$ cat config.mk
export PLATFORM = sky130hd
export DESIGN_NAME = tcsa_source_attach
export DESIGN_NICKNAME = d
export VERILOG_FILES = /design/src/design/tcsa_pkg.sv /design/src/design/tcsa_sync.sv /design/src/design/tcsa_source_attach.sv
export SDC_FILE = /design/constraint.sdc
export NUM_CORES = 1
export LEC_CHECK = 0
export BUFFER_PORTS_ARGS = -buffer_cell sky130_fd_sc_hd__buf_2
export CORE_ASPECT_RATIO = 0.6
export CORE_UTILIZATION = 57
export DETAILED_ROUTE_END_ITERATION = 7
export GPL_TIMING_DRIVEN = 0
export PLACE_DENSITY = 0.81
export SYNTH_ARGS = -nofsm -noshare
export SYNTH_HDL_FRONTEND = slang
export SYNTH_SLANG_ARGS = --single-unit
export TNS_END_PERCENT = 5
$ cat constraint.sdc
create_clock -name sys_clk -period 3.3 [get_ports sys_clk]
set_input_delay 0.33 -clock sys_clk [delete_from_list [all_inputs] [get_ports sys_clk]]
set_output_delay 0.33 -clock sys_clk [all_outputs]
set_load 0.005 [all_outputs]
$ cat src/design/tcsa_pkg.sv
// Constants, types and register map of the Type-C source attach output block
package tcsa_pkg;

    // Register byte addresses
    localparam logic [7:0] ADDR_ALERT_MASK   = 8'h0C;
    localparam logic [7:0] ADDR_CONN_STATUS  = 8'h0E;
    localparam logic [7:0] ADDR_OP_STATE     = 8'h11;
    localparam logic [7:0] ADDR_RESET_CTRL   = 8'h23;
    localparam logic [7:0] ADDR_DISCHARGE    = 8'h25;
    localparam logic [7:0] ADDR_PORT_ROLE    = 8'h28;
    localparam logic [7:0] ADDR_SUPPLY_MON   = 8'h2E;

    // Field positions
    localparam int ALERT_ATTACH_BIT  = 0;
    localparam int ALERT_MONITOR_BIT = 4;
    localparam int ALERT_FAULT_BIT   = 5;
    localparam int SOFT_RESET_BIT    = 0;
    localparam int DISCH_LSB         = 0;
    localparam int DISCH_W           = 4;
    localparam int ROLE_LSB          = 0;
    localparam int ROLE_W            = 3;
    localparam int OVLO_OFF_BIT      = 6;
    localparam int VALID_OFF_BIT     = 4;
    localparam int SAFE0_LSB         = 1;
    localparam int SAFE0_W           = 2;
    localparam int UVLO_OFF_BIT      = 0;

    // Writable bit masks; reserved bits read as zero
    localparam logic [7:0] ALERT_WMASK  = 8'h31;
    localparam logic [7:0] RESET_WMASK  = 8'h01;
    localparam logic [7:0] DISCH_WMASK  = 8'h0F;
    localparam logic [7:0] ROLE_WMASK   = 8'h07;
    localparam logic [7:0] SUPPLY_WMASK = 8'h57;

    // Reset values
    localparam logic [7:0] ALERT_RESET  = 8'h31;
    localparam logic [7:0] RESET_RESET  = 8'h00;
    localparam logic [7:0] DISCH_RESET  = 8'h0A;
    localparam logic [7:0] SUPPLY_RESET = 8'h01;

    // Port role codes
    localparam logic [2:0] ROLE_SRC_ACC = 3'h0;
    localparam logic [2:0] ROLE_SNK_ACC = 3'h1;

    // Connection status codes
    localparam logic [7:0] STAT_NONE    = 8'h00;
    localparam logic [7:0] STAT_SINK    = 8'h2D;
    localparam logic [7:0] STAT_SINK_VC = 8'h2F;
    localparam logic [7:0] STAT_DEBUG   = 8'h6D;
    localparam logic [7:0] STAT_AUDIO   = 8'h81;

    // Termination seen on one CC line, from the analog comparators
    typedef enum logic [2:0] {
        TERM_OPEN  = 3'b000,
        TERM_RA    = 3'b001,
        TERM_RD    = 3'b010,
        TERM_RP    = 3'b011,
        TERM_SUBRA = 3'b100
    } tcsa_term_e;

    // Attach state, also the low bits of the operation state register
    typedef enum logic [2:0] {
        ST_UNATT_SRC = 3'b000,
        ST_ATT_SRC   = 3'b001,
        ST_UNOR_DBG  = 3'b010,
        ST_OR_DBG    = 3'b011,
        ST_AUDIO     = 3'b100
    } tcsa_attach_e;

    // Analog monitor levels
    typedef struct packed {
        logic vdd_present;
        logic vdd_below_ovlo;
        logic vdd_above_uvlo;
        logic vbus_in_valid;
        logic vbus_above_uvlo;
        logic sys_above_min;
    } tcsa_sense_s;

    // Termination pair of both CC lines
    typedef struct packed {
        tcsa_term_e cc1;
        tcsa_term_e cc2;
    } tcsa_cc_s;

endpackage

$ cat src/design/tcsa_sync.sv
// Two flip-flop synchroniser for a vector of levels
`timescale 1ns/1ps
module tcsa_sync #(
    parameter int                W         = 1,
    parameter logic [W-1:0]      RESET_VAL = '0
) (
    input  wire logic            sys_clk,
    input  wire logic            rst_n,
    input  wire logic [W-1:0]    d,
    output logic      [W-1:0]    q
);
    logic [W-1:0] meta_q;

    // First stage is read by the second stage only
    always_ff @(posedge sys_clk or negedge rst_n) begin
        if (!rst_n) begin
            meta_q <= RESET_VAL;
            q      <= RESET_VAL;
        end else begin
            meta_q <= d;
            q      <= meta_q;
        end
    end
endmodule // tcsa_sync

$ cat src/design/tcsa_source_attach.sv
// Source role attach outputs, status and configuration registers
//
// Function
// - Power-path enable pulls low only in attached source or debug source states.
// - With high-voltage supply present, it must be below over-voltage lockout.
// - Power enable needs attach state, supply check and VBUS check together.
// - Power enable released as soon as any enabling condition fails.
// - Single sink: attached, power on, no VCONN, 2Dh, orientation low if CC2.
// - Sink plus cable: VCONN on cable line, power on, status 2Fh.
// - Sink both lines unoriented debug; sink plus sub-Ra oriented; 6Dh, power on.
// - Oriented debug: orientation low for sink on CC2, released for CC1.
// - Source terminations on both lines stay unattached, all off, 00h.
// - Cable terminations both lines: audio accessory, power and VCONN off, 81h.
// - Open lines or lone cable: unattached, outputs released, VCONN off, 00h.
// - Status may show transient codes; software tolerates them.
// - System supply chosen above its minimum or with high-voltage supply absent, else high-voltage supply.
// - Role field 000b means source with accessory support.
// - Role field 001b means sink with accessory support.
// - Discharge duration field resets to 1010b, 840 ms.
// - Soft reset select resets to 0, hardware reset only.
// - Safe-zero level field resets to 00b, 0.6 V.
// - Valid window disable resets to 0, window gates power enable.
// - Attach, monitor and fault alert masks reset to 1.
// - With over-voltage check on, power only while supply below 6.0 V.
// - With under-voltage check on, power only while supply above 3.9 V.
`timescale 1ns/1ps
module tcsa_source_attach
    import tcsa_pkg::*;
#(
    parameter logic [2:0] ROLE_RESET = ROLE_SRC_ACC
) (
    input  wire logic              sys_clk,
    input  wire logic              rst_n,
    input  wire tcsa_cc_s          cc_term,
    input  wire tcsa_sense_s       sense,
    input  wire logic [7:0]        reg_addr,
    input  wire logic              reg_wr,
    input  wire logic [7:0]        reg_wdata,
    output logic      [7:0]        reg_rdata,
    output logic                   source_power_enable_o,
    output logic                   source_power_enable_oe,
    output logic                   orientation_o,
    output logic                   orientation_oe,
    output logic                   vconn_cc1_en,
    output logic                   vconn_cc2_en,
    output logic                   system_supply_select,
    output logic                   soft_reset_select,
    output logic [DISCH_W-1:0]     discharge_duration,
    output logic [SAFE0_W-1:0]     safe_zero_level_select
);

    // Reset release through two flip-flops
    logic rst_sync_n;

    tcsa_sync #(.W(1), .RESET_VAL(1'b0)) u_rst_sync (
        .sys_clk (sys_clk),
        .rst_n   (rst_n),
        .d       (1'b1),
        .q       (rst_sync_n)
    );

    // Pin levels from the analog front end are asynchronous
    localparam int IN_W = $bits(tcsa_cc_s) + $bits(tcsa_sense_s);
    tcsa_cc_s    cc_s;
    tcsa_sense_s sns_s;

    // Held with the core so no decode starts before the registers leave reset
    tcsa_sync #(.W(IN_W), .RESET_VAL('0)) u_in_sync (
        .sys_clk (sys_clk),
        .rst_n   (rst_sync_n),
        .d       ({cc_term, sense}),
        .q       ({cc_s, sns_s})
    );

    // Configuration registers
    logic [7:0] alert_q, alert_d;
    logic [7:0] rstctl_q, rstctl_d;
    logic [7:0] disch_q, disch_d;
    logic [7:0] role_q, role_d;
    logic [7:0] supmon_q, supmon_d;
    logic [7:0] rdata_d;

    // Attach state and outputs
    tcsa_attach_e att_q, att_d;
    logic [7:0]   stat_q, stat_d;
    logic         pwr_q, pwr_d;
    logic         orient_q, orient_d;
    logic         vc1_q, vc1_d;
    logic         vc2_q, vc2_d;
    logic         sys_sel_q, sys_sel_d;
    logic         ovlo_ok, uvlo_ok, vbus_ok, att_pwr;

    always_comb begin
        alert_d  = alert_q;
        rstctl_d = rstctl_q;
        disch_d  = disch_q;
        role_d   = role_q;
        supmon_d = supmon_q;
        if (reg_wr) begin
            case (reg_addr)
                ADDR_ALERT_MASK: alert_d  = reg_wdata & ALERT_WMASK;
                ADDR_RESET_CTRL: rstctl_d = reg_wdata & RESET_WMASK;
                ADDR_DISCHARGE:  disch_d  = reg_wdata & DISCH_WMASK;
                ADDR_PORT_ROLE:  role_d   = reg_wdata & ROLE_WMASK;
                ADDR_SUPPLY_MON: supmon_d = reg_wdata & SUPPLY_WMASK;
                default: ;
            endcase
        end
        // Read data lags the address by one cycle; unmapped reads as zero
        case (reg_addr)
            ADDR_ALERT_MASK:  rdata_d = alert_q;
            ADDR_CONN_STATUS: rdata_d = stat_q;
            ADDR_OP_STATE:    rdata_d = {5'h00, att_q};
            ADDR_RESET_CTRL:  rdata_d = rstctl_q;
            ADDR_DISCHARGE:   rdata_d = disch_q;
            ADDR_PORT_ROLE:   rdata_d = role_q;
            ADDR_SUPPLY_MON:  rdata_d = supmon_q;
            default:          rdata_d = 8'h00;
        endcase
    end

    always_ff @(posedge sys_clk or negedge rst_sync_n) begin
        if (!rst_sync_n) begin
            alert_q   <= ALERT_RESET;
            rstctl_q  <= RESET_RESET;
            disch_q   <= DISCH_RESET;
            role_q    <= {5'h00, ROLE_RESET};
            supmon_q  <= SUPPLY_RESET;
            reg_rdata <= 8'h00;
        end else begin
            alert_q   <= alert_d;
            rstctl_q  <= rstctl_d;
            disch_q   <= disch_d;
            role_q    <= role_d;
            supmon_q  <= supmon_d;
            reg_rdata <= rdata_d;
        end
    end

    // Attach decode; only the source role attaches, other roles idle here
    always_comb begin
        att_d    = ST_UNATT_SRC;
        orient_d = 1'b0;
        vc1_d    = 1'b0;
        vc2_d    = 1'b0;
        if (role_q[ROLE_LSB +: ROLE_W] == ROLE_SRC_ACC) begin
            if (cc_s.cc1 == TERM_RD && cc_s.cc2 == TERM_RD) begin
                att_d = ST_UNOR_DBG;
            end else if (cc_s.cc1 == TERM_RD && cc_s.cc2 == TERM_SUBRA) begin
                att_d = ST_OR_DBG;
            end else if (cc_s.cc1 == TERM_SUBRA && cc_s.cc2 == TERM_RD) begin
                att_d    = ST_OR_DBG;
                orient_d = 1'b1;
            end else if (cc_s.cc1 == TERM_RD && (cc_s.cc2 == TERM_OPEN || cc_s.cc2 == TERM_RA)) begin
                att_d = ST_ATT_SRC;
                vc2_d = (cc_s.cc2 == TERM_RA);
            end else if (cc_s.cc2 == TERM_RD && (cc_s.cc1 == TERM_OPEN || cc_s.cc1 == TERM_RA)) begin
                att_d    = ST_ATT_SRC;
                orient_d = 1'b1;
                vc1_d    = (cc_s.cc1 == TERM_RA);
            end else if (cc_s.cc1 == TERM_RA && cc_s.cc2 == TERM_RA) begin
                att_d = ST_AUDIO;
            end
            // Rp on both, open, lone cable: stay unattached
        end
        case (att_d)
            ST_ATT_SRC:  stat_d = (vc1_d || vc2_d) ? STAT_SINK_VC : STAT_SINK;
            ST_UNOR_DBG: stat_d = STAT_DEBUG;
            ST_OR_DBG:   stat_d = STAT_DEBUG;
            ST_AUDIO:    stat_d = STAT_AUDIO;
            default:     stat_d = STAT_NONE;
        endcase
    end

    // Supply and VBUS checks, evaluated fresh every cycle
    always_comb begin
        ovlo_ok   = !sns_s.vdd_present || supmon_q[OVLO_OFF_BIT] || sns_s.vdd_below_ovlo;
        uvlo_ok   = !sns_s.vdd_present || supmon_q[UVLO_OFF_BIT] || sns_s.vdd_above_uvlo;
        // Window off falls back to the VBUS under-voltage level
        vbus_ok   = supmon_q[VALID_OFF_BIT] ? sns_s.vbus_above_uvlo : sns_s.vbus_in_valid;
        att_pwr   = (att_d == ST_ATT_SRC) || (att_d == ST_UNOR_DBG) || (att_d == ST_OR_DBG);
        pwr_d     = att_pwr && ovlo_ok && uvlo_ok && vbus_ok;
        sys_sel_d = sns_s.sys_above_min || !sns_s.vdd_present;
    end

    always_ff @(posedge sys_clk or negedge rst_sync_n) begin
        if (!rst_sync_n) begin
            att_q     <= ST_UNATT_SRC;
            stat_q    <= STAT_NONE;
            pwr_q     <= 1'b0;
            orient_q  <= 1'b0;
            vc1_q     <= 1'b0;
            vc2_q     <= 1'b0;
            sys_sel_q <= 1'b0;
        end else begin
            att_q     <= att_d;
            stat_q    <= stat_d;
            pwr_q     <= pwr_d;
            orient_q  <= orient_d;
            vc1_q     <= vc1_d;
            vc2_q     <= vc2_d;
            sys_sel_q <= sys_sel_d;
        end
    end

    // Open-drain pins only ever pull low, so the level flop stays at zero
    logic drive_low_q;
    always_ff @(posedge sys_clk or negedge rst_sync_n) begin
        if (!rst_sync_n) begin
            drive_low_q <= 1'b0;
        end else begin
            drive_low_q <= 1'b0;
        end
    end

    assign source_power_enable_o  = drive_low_q;
    assign source_power_enable_oe = pwr_q;
    assign orientation_o          = drive_low_q;
    assign orientation_oe         = orient_q;
    assign vconn_cc1_en           = vc1_q;
    assign vconn_cc2_en           = vc2_q;
    assign system_supply_select   = sys_sel_q;
    assign soft_reset_select      = rstctl_q[SOFT_RESET_BIT];
    assign discharge_duration     = disch_q[DISCH_LSB +: DISCH_W];
    assign safe_zero_level_select = supmon_q[SAFE0_LSB +: SAFE0_W];

    logic pwr_state;
    assign pwr_state = (att_q == ST_ATT_SRC) || (att_q == ST_UNOR_DBG) || (att_q == ST_OR_DBG);
endmodule // tcsa_source_attach

Word-level counts from Yosys, hierarchy flattened
Index checks and enable logic that the tools add are counted.
{"block": "classes", "n_eq_ne": 17, "mux": 28, "reduce_logical": 29}
{"cell": "8-bit case mux with 7 select lines", "n": 1}
{"cell": "8-bit by 6-bit == test with 1-bit output (second input constant)", "n": 4}
{"cell": "8-bit case mux with 3 select lines", "n": 1}
{"cell": "3-bit 2-to-1 mux", "n": 7}
{"cell": "1-bit 2-to-1 mux", "n": 18}
{"cell": "8-bit by 4-bit == test with 1-bit output (second input constant)", "n": 2}
{"cell": "3-bit by 2-bit == test with 1-bit output (second input constant)", "n": 4}
{"cell": "1-bit logical OR", "n": 10}
{"cell": "2-bit AND reduction", "n": 5}
{"cell": "3-bit by 1-bit == test with 1-bit output (second input constant)", "n": 3}
{"cell": "3-bit == test (second input constant)", "n": 3}
{"cell": "1-bit logical AND", "n": 9}
{"cell": "3-bit logical NOT", "n": 3}
{"cell": "8-bit by 5-bit == test with 1-bit output (second input constant)", "n": 1}
{"cell": "2-bit 2-to-1 mux", "n": 1}
{"cell": "2-bit OR reduction", "n": 1}
{"cell": "1-bit logical NOT", "n": 1}
{"block": "totals", "register_bits": 66}

Logic depth before layout (Yosys ltp)
Gate-level depths: netlist of run 1.
{"block": "depth", "depth_word": 15, "mapped_depth": 5, "ltp_nobuf": 4}

Cells and area by module
From an unflattened synthesis of run 1, not the netlist that was laid out.
{"block": "unflattened", "hier_cells": 178, "area_unflattened_um2": 2451.1}
{"module": "tcsa_source_attach", "n_inst": 1, "cells_each": 152, "area_each_um2": 1800.5}
{"module": "tcsa_sync (u_in_sync)", "n_inst": 1, "cells_each": 24, "area_each_um2": 600.6}
{"module": "tcsa_sync (u_rst_sync)", "n_inst": 1, "cells_each": 2, "area_each_um2": 50.0}

Worst setup path before layout of run 1
OpenSTA, ideal clock, no wires.
{"block": "synth_path", "path_type": "input-to-reg", "startpoint": "in reg_addr[7]", "endpoint": "reg supmon_q[1]", "setup_time_ns": 0.125, "arrival_time_ns": 1.529, "required_time_ns": 3.175, "slack_ns": 1.646, "stages": 4, "n_path_buf": 0, "path_cell_list": "or4b_4 -> nor2_4 -> nand4_4 -> mux2_4"}
{"block": "synth_between", "elab_chain_cells": 2}
{"element": "start: declaration", "line_no": "tcsa_source_attach.sv:36", "text": "input wire logic [7:0] reg_addr,"}
{"element": "8-bit by 6-bit == test with 1-bit output", "line_no": "tcsa_source_attach.sv:100", "text": "case (reg_addr)"}
{"element": "2-bit AND reduction (no source line)"}
{"element": "end signal: assignment", "line_no": "tcsa_source_attach.sv:135", "text": "supmon_q <= supmon_d;"}
{"element": "end: declaration", "line_no": "tcsa_source_attach.sv:80", "text": "logic [7:0] supmon_q, supmon_d;"}
No other way between the ends.
A chain may end at the register's enable or synchronous reset.

Worst setup path in the final report of run 1
{"block": "layout_path", "startpoint": "reg u_in_sync.q[8]", "endpoint": "reg pwr_q (netlist: source_power_enable_oe)"}
{"block": "layout_between", "elab_chain_cells": 15, "word_cells_on_any_way": 26}
{"element": "start: declaration", "line_no": "tcsa_sync.sv:10", "text": "output logic [W-1:0] q"}
{"element": "start signal: assignment", "line_no": "tcsa_sync.sv:21", "text": "q <= meta_q;"}
{"element": "3-bit by 1-bit == test with 1-bit output", "line_no": "tcsa_source_attach.sv:154, tcsa_source_attach.sv:161"}
{"element": "1-bit logical AND", "line_no": "tcsa_source_attach.sv:161", "text": "end else if (cc_s.cc1 == TERM_RA && cc_s.cc2 == TERM_RA) begin"}
{"element": "3-bit 2-to-1 mux", "line_no": "tcsa_source_attach.sv:161"}
{"element": "3-bit 2-to-1 mux", "line_no": "tcsa_source_attach.sv:157", "text": "end else if (cc_s.cc2 == TERM_RD && (cc_s.cc1 == TERM_OPEN || cc_s.cc1 == TERM_RA)) begin"}
{"element": "3-bit 2-to-1 mux", "line_no": "tcsa_source_attach.sv:154", "text": "end else if (cc_s.cc1 == TERM_RD && (cc_s.cc2 == TERM_OPEN || cc_s.cc2 == TERM_RA)) begin"}
{"element": "3-bit 2-to-1 mux", "line_no": "tcsa_source_attach.sv:151", "text": "end else if (cc_s.cc1 == TERM_SUBRA && cc_s.cc2 == TERM_RD) begin"}
{"element": "3-bit 2-to-1 mux", "line_no": "tcsa_source_attach.sv:149", "text": "end else if (cc_s.cc1 == TERM_RD && cc_s.cc2 == TERM_SUBRA) begin"}
{"element": "3-bit 2-to-1 mux *", "line_no": "tcsa_source_attach.sv:147", "text": "if (cc_s.cc1 == TERM_RD && cc_s.cc2 == TERM_RD) begin"}
{"element": "3-bit 2-to-1 mux *", "line_no": "tcsa_source_attach.sv:146", "text": "if (role_q[ROLE_LSB +: ROLE_W] == ROLE_SRC_ACC) begin"}
{"element": "3-bit by 1-bit == test with 1-bit output / 3-bit by 2-bit == test with 1-bit output (equally long branches)", "line_no": "tcsa_source_attach.sv:181", "text": "att_pwr = (att_d == ST_ATT_SRC) || (att_d == ST_UNOR_DBG) || (att_d == ST_OR_DBG);"}
{"element": "1-bit logical OR", "line_no": "tcsa_source_attach.sv:181"}
{"element": "1-bit logical OR *", "line_no": "tcsa_source_attach.sv:181"}
{"element": "1-bit logical AND * (3 in a row)", "line_no": "tcsa_source_attach.sv:182", "text": "pwr_d = att_pwr && ovlo_ok && uvlo_ok && vbus_ok;"}
{"element": "named net pwr_d", "line_no": "tcsa_source_attach.sv:86", "text": "logic pwr_q, pwr_d;"}
{"element": "end signal: assignment", "line_no": "tcsa_source_attach.sv:198", "text": "pwr_q <= pwr_d;"}
{"element": "end: declaration", "line_no": "tcsa_source_attach.sv:86"}
Mark *: on every way through the listed nets, which the timed path passes. The rest lies on a longest branch.

==> out/metrics.yaml, run 1 <==
period_share: 0.5256
synth_warnings: 0
cts_buffer_depth: 2
drt_iter0_drc: 119
drv_cap: 0
ant_nets: 0
finClkSkew_ns: 0.008426
grt_pass1_vias: 1385
syn_area_per_cell_um2: 13.60
finalWorstSetupSlack_ns: 1.566
power.switching_uw: 341.9
setup-tns-final_ns: 0
die_area_mm2: 0.004668
cp_max_fo: 7
cts_resized: 0
yosys.area_share.simple: 0.1790
async_reset_ff_frac: 1.000
root_buffer: "clkbuf_8"
holdBufCountCts: 1
h-tree-depth: 3
drv_slew: 0
cts_made_buffers: 9
leakage_uw: 0.001483
final_common_cell: "dfrtp_1"
rows: 18
irDropWorstVdd_uv: 430.8
antenna_found_initial: 0
synth_fa_ha_area_frac: 0
gp_congestion: 0.9051
diodes: 0
synth-xor-area-share: 0.003500
track_usage: 0.2091
grt_pass1_wl_um: 6817
tightest_slew_ns: 0.6111
place_hpwl_um: 3130
p_clk_frac: 0.433
syn_inst: 184
synth.distinct_cells: 51
synth_seq_cells: 63
crit_arrival_ns: 1.93
slew_headroom: 0.5926
syn_area_mm2: 0.002502
hold_class: "primary input to flop"
synth-compound-area-share: 0.07000
cts_tree: "built"
synth_edf_count: 0
clock_sinks: 63
switching_share: 0.2081
setup_viol: 0
reg2reg_depth: 4
fmax_ghz: 0.5766
route.detailed.drc: 0
first_pass_iters: 4
cp_slowest_cell: "or4bb_1"
nets: 277
design.portCount: 53
status: "complete, no violations"
totalWireLength_um: 4245
hold_depth: 1
final_cell_mix: "dfrtp_1, buf_2, nand2_1"
routed-via-count: 1605
ys.flop_type: "dfrtp_1"
grt_overflow: 0
core_mm2: 0.004167
wl_per_cell_um: 13.65
die_width_um: 87.54
cp-end-kind: "flop"
ys_seq_area_frac: 0.6330
powerDensity_mw_per_mm2: 535.3
critPathMaxStageDelay_ns: 0.49
p_int_uw: 1301
muxShareOfSynthArea: 0.08800
initial_utilization: 0.6006
pwr-share-seq: 0.505
combPwrFrac: 0.062
vias_per_cell: 5.161
die_h_um: 53.33
cts_setup_buffers: 0
grt_max_degree: 34
crit_type: "flop to flop"
hold_violations: 0
pre_cts_ws_ns: 1.355
startpoint_type: "flop"
worstPathRequired_ns: 3.49
rsz0062_at_grt: "false"
crit_chain: "nor2_1 > or4bb_1 > o311a_1 > a2111oi_1"
areaGrowthSynthToFinish_pct: 22.65
drive_above_1_share: 0.3625
synth_top_family_by_area: "simple AND/OR/NAND/NOR gates"
numPortBuffers: 48
clock_latency_ns: 0.32
clk_pin_slew_ns: 0.07
finalCriticalPeriod_ns: 1.734
## logic make-up (layout without fill, tap and decap cells)
family / Yosys count / count (layout)
xor+xnor: 1 / 1
mux: 18 / 18
buf+inv: 11 / 77
other cells: 2 / 3
compound gates: 22 / 22
flops: 63 / 63
simple gates: 67 / 67
## state kept, by name, indices dropped and copies added (netlist names), 3 cells and up
register and count:
u_in_sync.q 12, alert_q 3, stat_q 5, role_q 3
supmon_q 5, att_q 3, disch_q 4, u_in_sync.meta_q 12
reg_rdata 8
## layer usage
| metal | part of all wire | wire [µm] | GRT usage | vias to the layer above |
|---|---|---|---|---|
| li1 | - | - | - | 787 |
| met1 | 0.52 | 2208 | 0.3070 | 751 |
| met2 | 0.41 | 1734 | 0.2826 | 63 |
| met3 | 0.064 | 270 | 0.07488 | 4 |
| met4 | 0.0075 | 32 | 0.07377 | 0 |
| met5 | 0 | 0 | 0 | - |
## synth_stat cells, drive strengths merged, types with 2 or more instances
cell,instances,area share
and2,2,0.0050
nor3b,2,0.010
clkbuf,5,0.0080
nor2b,6,0.015
buf,5,0.014
conb,2,0.0030
nor2,9,0.017
a21oi,2,0.0040
nor3,2,0.0040
or3,2,0.0050
dfrtp,57,0.57
o22ai,3,0.0075
a21boi,2,0.0060
a221o,2,0.0080
nand3b,3,0.0090
a2111oi,3,0.013
nand4b,2,0.0070
a31oi,3,0.0075
or2,2,0.0050
nand4,4,0.016
nand2b,3,0.0075
dfstp,6,0.063
nor4b,2,0.012
mux2,17,0.084
and3,5,0.013
a211o,2,0.0070
nand3,5,0.012
nand2,12,0.018
## per-stage QoR
stage | instance area [µm²] | hold slack [ns] | utilization | power (µW) | instances
finish | 3069 | 0.1059 | 0.7366 | 1643 | 311
global route | 3069 | 0.08401 | 0.7366 | 1704 | 311
CTS | 3069 | 0.08289 | 0.7366 | 1660 | 311
detailed placement | 2843 | 0.1158 | 0.6823 | 944.4 | 294
global placement | 2821 | 0.1166 | 0.6772 | 937.2 | 293
floorplan | 2506 | 0.03441 | - | 894.5 | 185
## area by class of cell
| type | count | area, µm² |
|---|---|---|
| fill | 279 | 1097 |
| sequential | 63 | 1585 |
| tap | 60 | 75.07 |
| multi-input combinational | 111 | 863.3 |
| buffer | 10 | 55.05 |
| timing repair buffer | 50 | 270.3 |
| clock buffer | 13 | 148.9 |
| inverter | 1 | 3.754 |
| clock inverter | 3 | 67.56 |
## worst max-delay path, delay by kind of cell, from the launching register on
kind | cells | cell delay, ns
flops | 1 | 0.43
compound gates | 2 | 0.48
simple gates | 2 | 0.70
## worst paths after layout
| path | endpoint | from | slack, ns |
|---|---|---|---|
| max | source_power_enable_oe$_DFF_PN0_ | u_in_sync.q[8]$_DFF_PN0_ | 1.57 |
| min | u_in_sync.meta_q[9]$_DFF_PN0_ | cc_term[3] | 0.11 |
| max reg2reg | source_power_enable_oe$_DFF_PN0_ | u_in_sync.q[8]$_DFF_PN0_ | 1.57 |
| min reg2reg | u_in_sync.meta_q[2]$_DFF_PN0_ | u_rst_sync.q$_DFF_PN0_ | 0.28 |
| max in group asynchronous | disch_q[3]$_DFFE_PN1P_ | u_rst_sync.q$_DFF_PN0_ | 2.36 |
| min in group asynchronous | u_in_sync.meta_q[2]$_DFF_PN0_ | u_rst_sync.q$_DFF_PN0_ | 0.28 |
## power groups by stage
stage / combinational [µW] / clock, µW / sequential, µW
final: 101 / 712 / 830
after global placement: 88.2 / 0 / 849
after global routing: 113 / 757 / 835
after detailed placement: 100 / 0 / 844
after floorplan: 51.8 / 0 / 843
after CTS: 102 / 727 / 830
(Power assumes the default switching activity.)
==> run 2: changes to the inputs <==
--- a/config.mk
+++ b/config.mk
@@ -7,10 +7,10 @@
 export LEC_CHECK = 0
 export BUFFER_PORTS_ARGS = -buffer_cell sky130_fd_sc_hd__buf_2
 export CORE_ASPECT_RATIO = 0.6
-export CORE_UTILIZATION = 57
+export CORE_UTILIZATION = 53
 export DETAILED_ROUTE_END_ITERATION = 7
 export GPL_TIMING_DRIVEN = 0
-export PLACE_DENSITY = 0.81
+export PLACE_DENSITY = 0.76
 export SYNTH_ARGS = -nofsm -noshare
 export SYNTH_HDL_FRONTEND = slang
 export SYNTH_SLANG_ARGS = --single-unit
==> constraint.sdc (replaced) <==
create_clock -name sys_clk -period 1.6 [get_ports sys_clk]
set_input_delay 0.16 -clock sys_clk [delete_from_list [all_inputs] [get_ports sys_clk]]
set_output_delay 0.16 -clock sys_clk [all_outputs]
set_load 0.005 [all_outputs]
==> run 2 against run 1 <==
Against the previous run: utilization is 2.0 points higher; non-clock buffer count is 13 higher; critical path depth is 1 higher; first-iteration DRC count is 6.7% lower; hold slack worse by 0.063 ns; fmax is 9.9% higher; flip-flop and latch count stayed put; clock skew is 0.0024 ns lower.
==> out/metrics.yaml, run 2 (synthesized netlist as in run 1, its figures left out) <==
timing.hold.ws_ns: 0.04261  # -0.06329 ns
initial_utilization: 0.5787  # -0.02190
reg_top3: "u_in_sync.meta_q (12), u_in_sync.q (12), reg_rdata (8)"
grt_max_degree: 62  # +82%
ant_nets: 0  # unchanged
totalWireLength_um: 4911  # +16%
design.portCount: 53  # unchanged
die_h_um: 55.23  # +3.6%
drv_slew: 0  # unchanged
cts_tree: "built"
combPwrFrac: 0.071  # +0.009
hold_class: "primary input to flop"
antenna_found_initial: 0  # unchanged
first_pass_iters: 5  # +1
finalCriticalPeriod_ns: 1.579  # -0.1555 ns
place_inst: 293  # -0.34%
rr_startpoint: "u_in_sync.q[11]$_DFF_PN0_"
cts_made_buffers: 9  # unchanged
routed-via-count: 1757  # +9.5%
finalWorstSetupSlack_ns: 0.02117  # -1.544 ns
drv_cap: 0  # unchanged
p_int_uw: 2675  # +110%
clock_latency_ns: 0.34  # +0.02 ns
switching_share: 0.2305  # +0.02242
r2r-end: "stat_q[0]$_DFF_PN0_"
leakage_uw: 0.001557  # +5.0%
track_usage: 0.2183  # +0.009159
startpoint_type: "flop"
finClkSkew_ns: 0.006045  # -0.002380 ns
numPortBuffers: 48  # unchanged
final_cell_mix: "dfrtp_1, buf_2, dlygate4sd3_1"
drt_iter0_drc: 111  # -6.7%
gp_congestion: 0.8927  # -1.4%
fmax_ghz: 0.6334  # +9.9%
tightest_slew_ns: 0.7426  # +0.1315 ns
dpl_cell_area_mm2: 0.002823  # -0.70%
hold_violations: 0  # unchanged
stdcell_area_mm2: 0.003273  # +6.6%
reg2reg_depth: 5  # +1
drive_above_1_share: 0.3826  # +0.02003
clock_sinks: 63  # unchanged
crit_type: "flop to flop"
worstPathRequired_ns: 1.83  # -1.66 ns
slew_headroom: 0.5049  # -0.08766
timing.critical_path.from: "u_in_sync.q[11]$_DFF_PN0_"
layoutNonFillerInstCount: 324  # +4.2%
place_hpwl_um: 3204  # +2.4%
irDropWorstVdd_uv: 895.0  # +110%
fill_cells: 289  # +3.6%
areaGrowthSynthToFinish_pct: 30.80
final_common_cell: "dfrtp_1"
crit_arrival_ns: 1.81  # -0.12 ns
die_width_um: 90.71  # +3.6%
clk_pin_slew_ns: 0.07  # about the same
grt_overflow: 0  # unchanged
cp-end-kind: "flop"
vias_per_cell: 5.423  # +5.1%
root_buffer: "clkbuf_8"
wl_per_cell_um: 15.16  # +11%
core_mm2: 0.004324  # +3.8%
cp_max_fo: 6  # -1
route.detailed.drc: 0  # unchanged
diodes: 0  # unchanged
p_clk_frac: 0.432  # about the same
power.switching_uw: 801.4  # +130%
endpoint: "stat_q[0]$_DFF_PN0_"
pre_cts_ws_ns: -0.1847  # -1.540 ns
hold_depth: 2  # +1
status: "complete, no violations"
rrSetupSlack_ns: 0.02  # -1.54 ns
nets: 290  # +4.7%
rows: 18  # unchanged
grt_pass1_wl_um: 8093  # +19%
rsz0062_at_grt: "true"
setup_viol: 0  # unchanged
cts_buffer_depth: 2  # unchanged
powerDensity_mw_per_mm2: 1062  # +98%
period_share: 0.9868  # +0.4612
h-tree-depth: 3  # unchanged
pwr-share-seq: 0.496  # -0.009
grt_pass1_vias: 1654  # +19%
die_area_mm2: 0.005009  # +7.3%
run 2: how the worst min path moves through the flow:
stage | endpoint | slack, ns | startpoint
after floorplan | u_rst_sync.meta_q$_DFF_PN0_ | -0.14 | rst_n
after global placement | u_rst_sync.meta_q$_DFF_PN0_ | -0.05 | rst_n
after detailed placement | u_rst_sync.meta_q$_DFF_PN0_ | -0.05 | rst_n
after CTS | disch_q[3]$_DFFE_PN1P_ | 0.04 | reg_wdata[3]
after global routing | supmon_q[6]$_DFFE_PN0P_ | 0.03 | reg_wdata[6]
final | disch_q[3]$_DFFE_PN1P_ | 0.04 | reg_wdata[3]
run 2: cell type report:
cell class                 instances  area [µm²]  share of cell area
multi-input combinational        111       933.4              0.2852
timing repair buffer              64       392.9              0.1200
tap                               60       75.07             0.02294
clock buffer                      10       127.6             0.03899
clock inverter                     6       92.59             0.02829
inverter                           1       3.754            0.001147
buffer                             9       57.56             0.01758
sequential                        63        1590              0.4859
run 2: repair_timing:
action	4_1_cts	5_1_grt
pin swaps	1	4
hold endpoints to repair	14	0
setup buffers	2	1
hold buffers	13	0
setup endpoints to repair	6	8
resized for setup	8	7
run 2: critical path, stage by stage, from the launching register on:
cell and delay, ns:
dfrtp_1 0.38, buf_6 0.14, nor3b_4 0.24, nand2_2 0.12, a211o_1 0.32, a211o_1 0.26
run 2: power by group through the flow:
stage / clock network [µW] / logic, µW / registers, µW
final: 1500 / 248 / 1730
after global routing: 1610 / 269 / 1740
after CTS: 1530 / 230 / 1730
after detailed placement: 0 / 188 / 1760
after global placement: 0 / 183 / 1750
after floorplan: 0 / 107 / 1740
run 2: stage by stage:
stage	TNS [ns]	util	power (µW)
floorplan	0	-	1845
global placement	-2.089	0.6528	1936
detailed placement	-2.412	0.6528	1944
CTS	0	0.7448	3486
global route	-0.05415	0.7569	3619
finish	0	0.7569	3477
run 2: metal layers:
layer | wire length [µm] | up-vias | track usage
met5 | 0 | - | 0
met4 | 61 | 0 | 0.05991
met3 | 367 | 8 | 0.1019
met2 | 2130 | 73 | 0.3009
met1 | 2352 | 866 | 0.3099
li1 | - | 810 | -
==> run 3: changes to the inputs <==
--- a/config.mk
+++ b/config.mk
@@ -10,7 +10,7 @@
 export CORE_UTILIZATION = 53
 export DETAILED_ROUTE_END_ITERATION = 7
 export GPL_TIMING_DRIVEN = 0
-export PLACE_DENSITY = 0.76
+export PLACE_DENSITY = 0.78
 export SYNTH_ARGS = -nofsm -noshare
 export SYNTH_HDL_FRONTEND = slang
 export SYNTH_SLANG_ARGS = --single-unit
==> run 3 against run 2 <==
Against the previous run: via count down 0.46%; critical path depth unchanged; fmax up 0.28%; utilization down 0.78 points; global-route usage down 1.1 points; first-iteration DRC count down 23%; highest routed layer unchanged.
==> out/metrics.yaml, run 3 (synthesized netlist as in run 1, its figures left out) <==
status: "complete, no violations"
drive_above_1_share: 0.4038  # +0.02120
clk_pin_slew_ns: 0.07  # about the same
period_share: 0.9840  # -0.002778
powerDensity_mw_per_mm2: 1024  # -3.6%
nets: 291  # +0.34%
stdcell_area_mm2: 0.003239  # -1.0%
place_inst: 293  # unchanged
leakage_uw: 0.001537  # -1.3%
gp_congestion: 0.8633  # -3.3%
grt_overflow: 0  # unchanged
cts_buffer_depth: 2  # unchanged
diodes: 0  # unchanged
grt_max_degree: 62  # unchanged
cts_tree: "built"
die_h_um: 55.23  # unchanged
die_area_mm2: 0.005009  # unchanged
r2r-end: "stat_q[0]$_DFF_PN0_"
cp_slowest_cell: "dfrtp_1"
wl_per_cell_um: 15.00  # -1.1%
route.detailed.drc: 0  # unchanged
finalCriticalPeriod_ns: 1.574  # -0.004444 ns
initial_utilization: 0.5787  # unchanged
hold_depth: 2  # unchanged
cp_max_fo: 8  # +2
fmax_ghz: 0.6352  # +0.28%
antenna_found_initial: 0  # unchanged
die_width_um: 90.71  # unchanged
core_mm2: 0.004324  # unchanged
fill_cells: 279  # -3.5%
place_hpwl_um: 3298  # +2.9%
path_buf_inv: 1  # unchanged
cp-end-kind: "flop"
crit_arrival_ns: 1.80  # about the same
startpoint_type: "flop"
rr_startpoint: "u_in_sync.q[11]$_DFF_PN0_"
ant_nets: 0  # unchanged
routed-via-count: 1749  # -0.46%
drv_cap: 0  # unchanged
grt_pass1_vias: 1629  # -1.5%
layoutNonFillerInstCount: 325  # +0.31%
final_common_cell: "dfrtp_1"
slew_headroom: 0.5106  # +0.005647
root_buffer: "clkbuf_8"
rsz0062_at_grt: "true"
pre_cts_ws_ns: -0.2521  # -0.06739 ns
rows: 18  # unchanged
rrSetupSlack_ns: 0.03  # about the same
fin_util: 0.7491  # -0.007812
clock_sinks: 63  # unchanged
drt_iter0_drc: 86  # -23%
setup_viol: 0  # unchanged
track_usage: 0.2072  # -0.01107
finClkSkew_ns: 0.01244  # +0.006391 ns
cp_common_cell: "a211o_1"
hold_class: "primary input to flop"
cp_top_family: "compound AO/OA/AOI/OAI gates"
crit_type: "flop to flop"
worstPathRequired_ns: 1.82  # about the same
reg_top3: "u_in_sync.meta_q (12), u_in_sync.q (12), reg_rdata (8)"
first_pass_iters: 4  # -1
reg2reg_depth: 5  # unchanged
tightest_slew_ns: 0.7342  # -0.008471 ns
grt_pass1_wl_um: 7824  # -3.3%
finalWorstSetupSlack_ns: 0.02561  # +0.004444 ns
numPortBuffers: 48  # unchanged
crit_chain: "buf_6 > nor3b_4 > nand2_2 > a211o_1 > a211o_1"
whs_endpoint: "disch_q[3]$_DFFE_PN1P_"
h-tree-depth: 3  # unchanged
hold_violations: 0  # unchanged
areaGrowthSynthToFinish_pct: 29.45
design.portCount: 53  # unchanged
final_cell_mix: "dfrtp_1, buf_2, dlygate4sd3_1"
min_from: "reg_wdata[3]"
totalWireLength_um: 4874  # -0.75%
irDropWorstVdd_uv: 789.0  # -12%
clock_latency_ns: 0.34  # about the same
drv_slew: 0  # unchanged
critPathMaxStageDelay_ns: 0.38  # about the same
vias_per_cell: 5.382  # -0.76%
dpl_cell_area_mm2: 0.002823  # unchanged
cts_made_buffers: 9  # unchanged
## run 3: cell types whose count changed in the layout (fill, tap and decap cells not counted), sizes merged
| cell | before | now |
|---|---|---|
| buf | 56 | 58 |
| bufinv | 2 | 1 |
| clkbuf | 14 | 13 |
| clkinv | 1 | 2 |
## run 3: cell type report
| type | count | area (µm²) | area share |
|---|---|---|---|
| flip-flops and latches | 63 | 1593 | 0.4917 |
| multi-input cells | 111 | 907.1 | 0.2800 |
| repair buffers | 66 | 407.9 | 0.1259 |
| clock buffers | 10 | 127.6 | 0.03940 |
| well taps | 60 | 75.07 | 0.02317 |
| clock inverters | 6 | 71.32 | 0.02202 |
| plain buffers | 8 | 53.80 | 0.01661 |
| inverters | 1 | 3.754 | 0.001159 |
## run 3: how the worst max path moves through the flow
stage	start	endpoint	slack [ns]	cells past startpoint
after floorplan	u_in_sync.q[8]$_DFF_PN0_	source_power_enable_oe$_DFF_PN0_	0.05	4
after global placement	u_in_sync.q[8]$_DFF_PN0_	source_power_enable_oe$_DFF_PN0_	-0.18	4
after detailed placement	reg_addr[7]	disch_q[2]$_DFFE_PN0P_	-0.25	5
after CTS	u_in_sync.q[11]$_DFF_PN0_	stat_q[0]$_DFF_PN0_	0.004	5
after global routing	u_in_sync.q[11]$_DFF_PN0_	stat_q[0]$_DFF_PN0_	-0.04	5
final	u_in_sync.q[11]$_DFF_PN0_	stat_q[0]$_DFF_PN0_	0.03	5
## run 3: worst register-to-register path: stages (launching register included)
cell and delay [ns]:
dfrtp_1 0.38, buf_6 0.14, nor3b_4 0.25, nand2_2 0.12, a211o_1 0.32, a211o_1 0.26
## run 3: what timing repair did
item,4_1_cts,5_1_grt
endpoints found under the hold margin,14,0
setup buffers,2,3
setup endpoints to repair,7,5
hold buffers,13,0
pin swaps,2,4
gates resized for setup,9,7
## run 3: metal layers
| metal | vias to the layer above | GRT usage | part of all wire |
|---|---|---|---|
| met1 | 863 | 0.3086 | 0.48 |
| met2 | 66 | 0.2911 | 0.45 |
| met5 | - | 0 | 0 |
| met4 | 0 | 0.06221 | 0.011 |
| met3 | 7 | 0.06612 | 0.059 |
| li1 | 813 | - | - |
## run 3: report_power, final
| part | switching [µW] | total, µW | internal (µW) |
|---|---|---|---|
| sequential | 68.5 | 1730 | 1660 |
| clock | 624 | 1350 | 729 |
| combinational | 108 | 234 | 127 |
## run 3: metrics by stage
| stage | hold slack [ns] | TNS, ns | power, µW |
|---|---|---|---|
| after floorplan | -0.1356 | 0 | 1845 |
| after global placement | -0.05283 | -2.048 | 1934 |
| after detailed placement | -0.05153 | -2.635 | 1944 |
| after CTS | 0.02705 | 0 | 3330 |
| after global routing | 0.04274 | -0.04466 | 3434 |
| final | 0.03596 | 0 | 3319 |
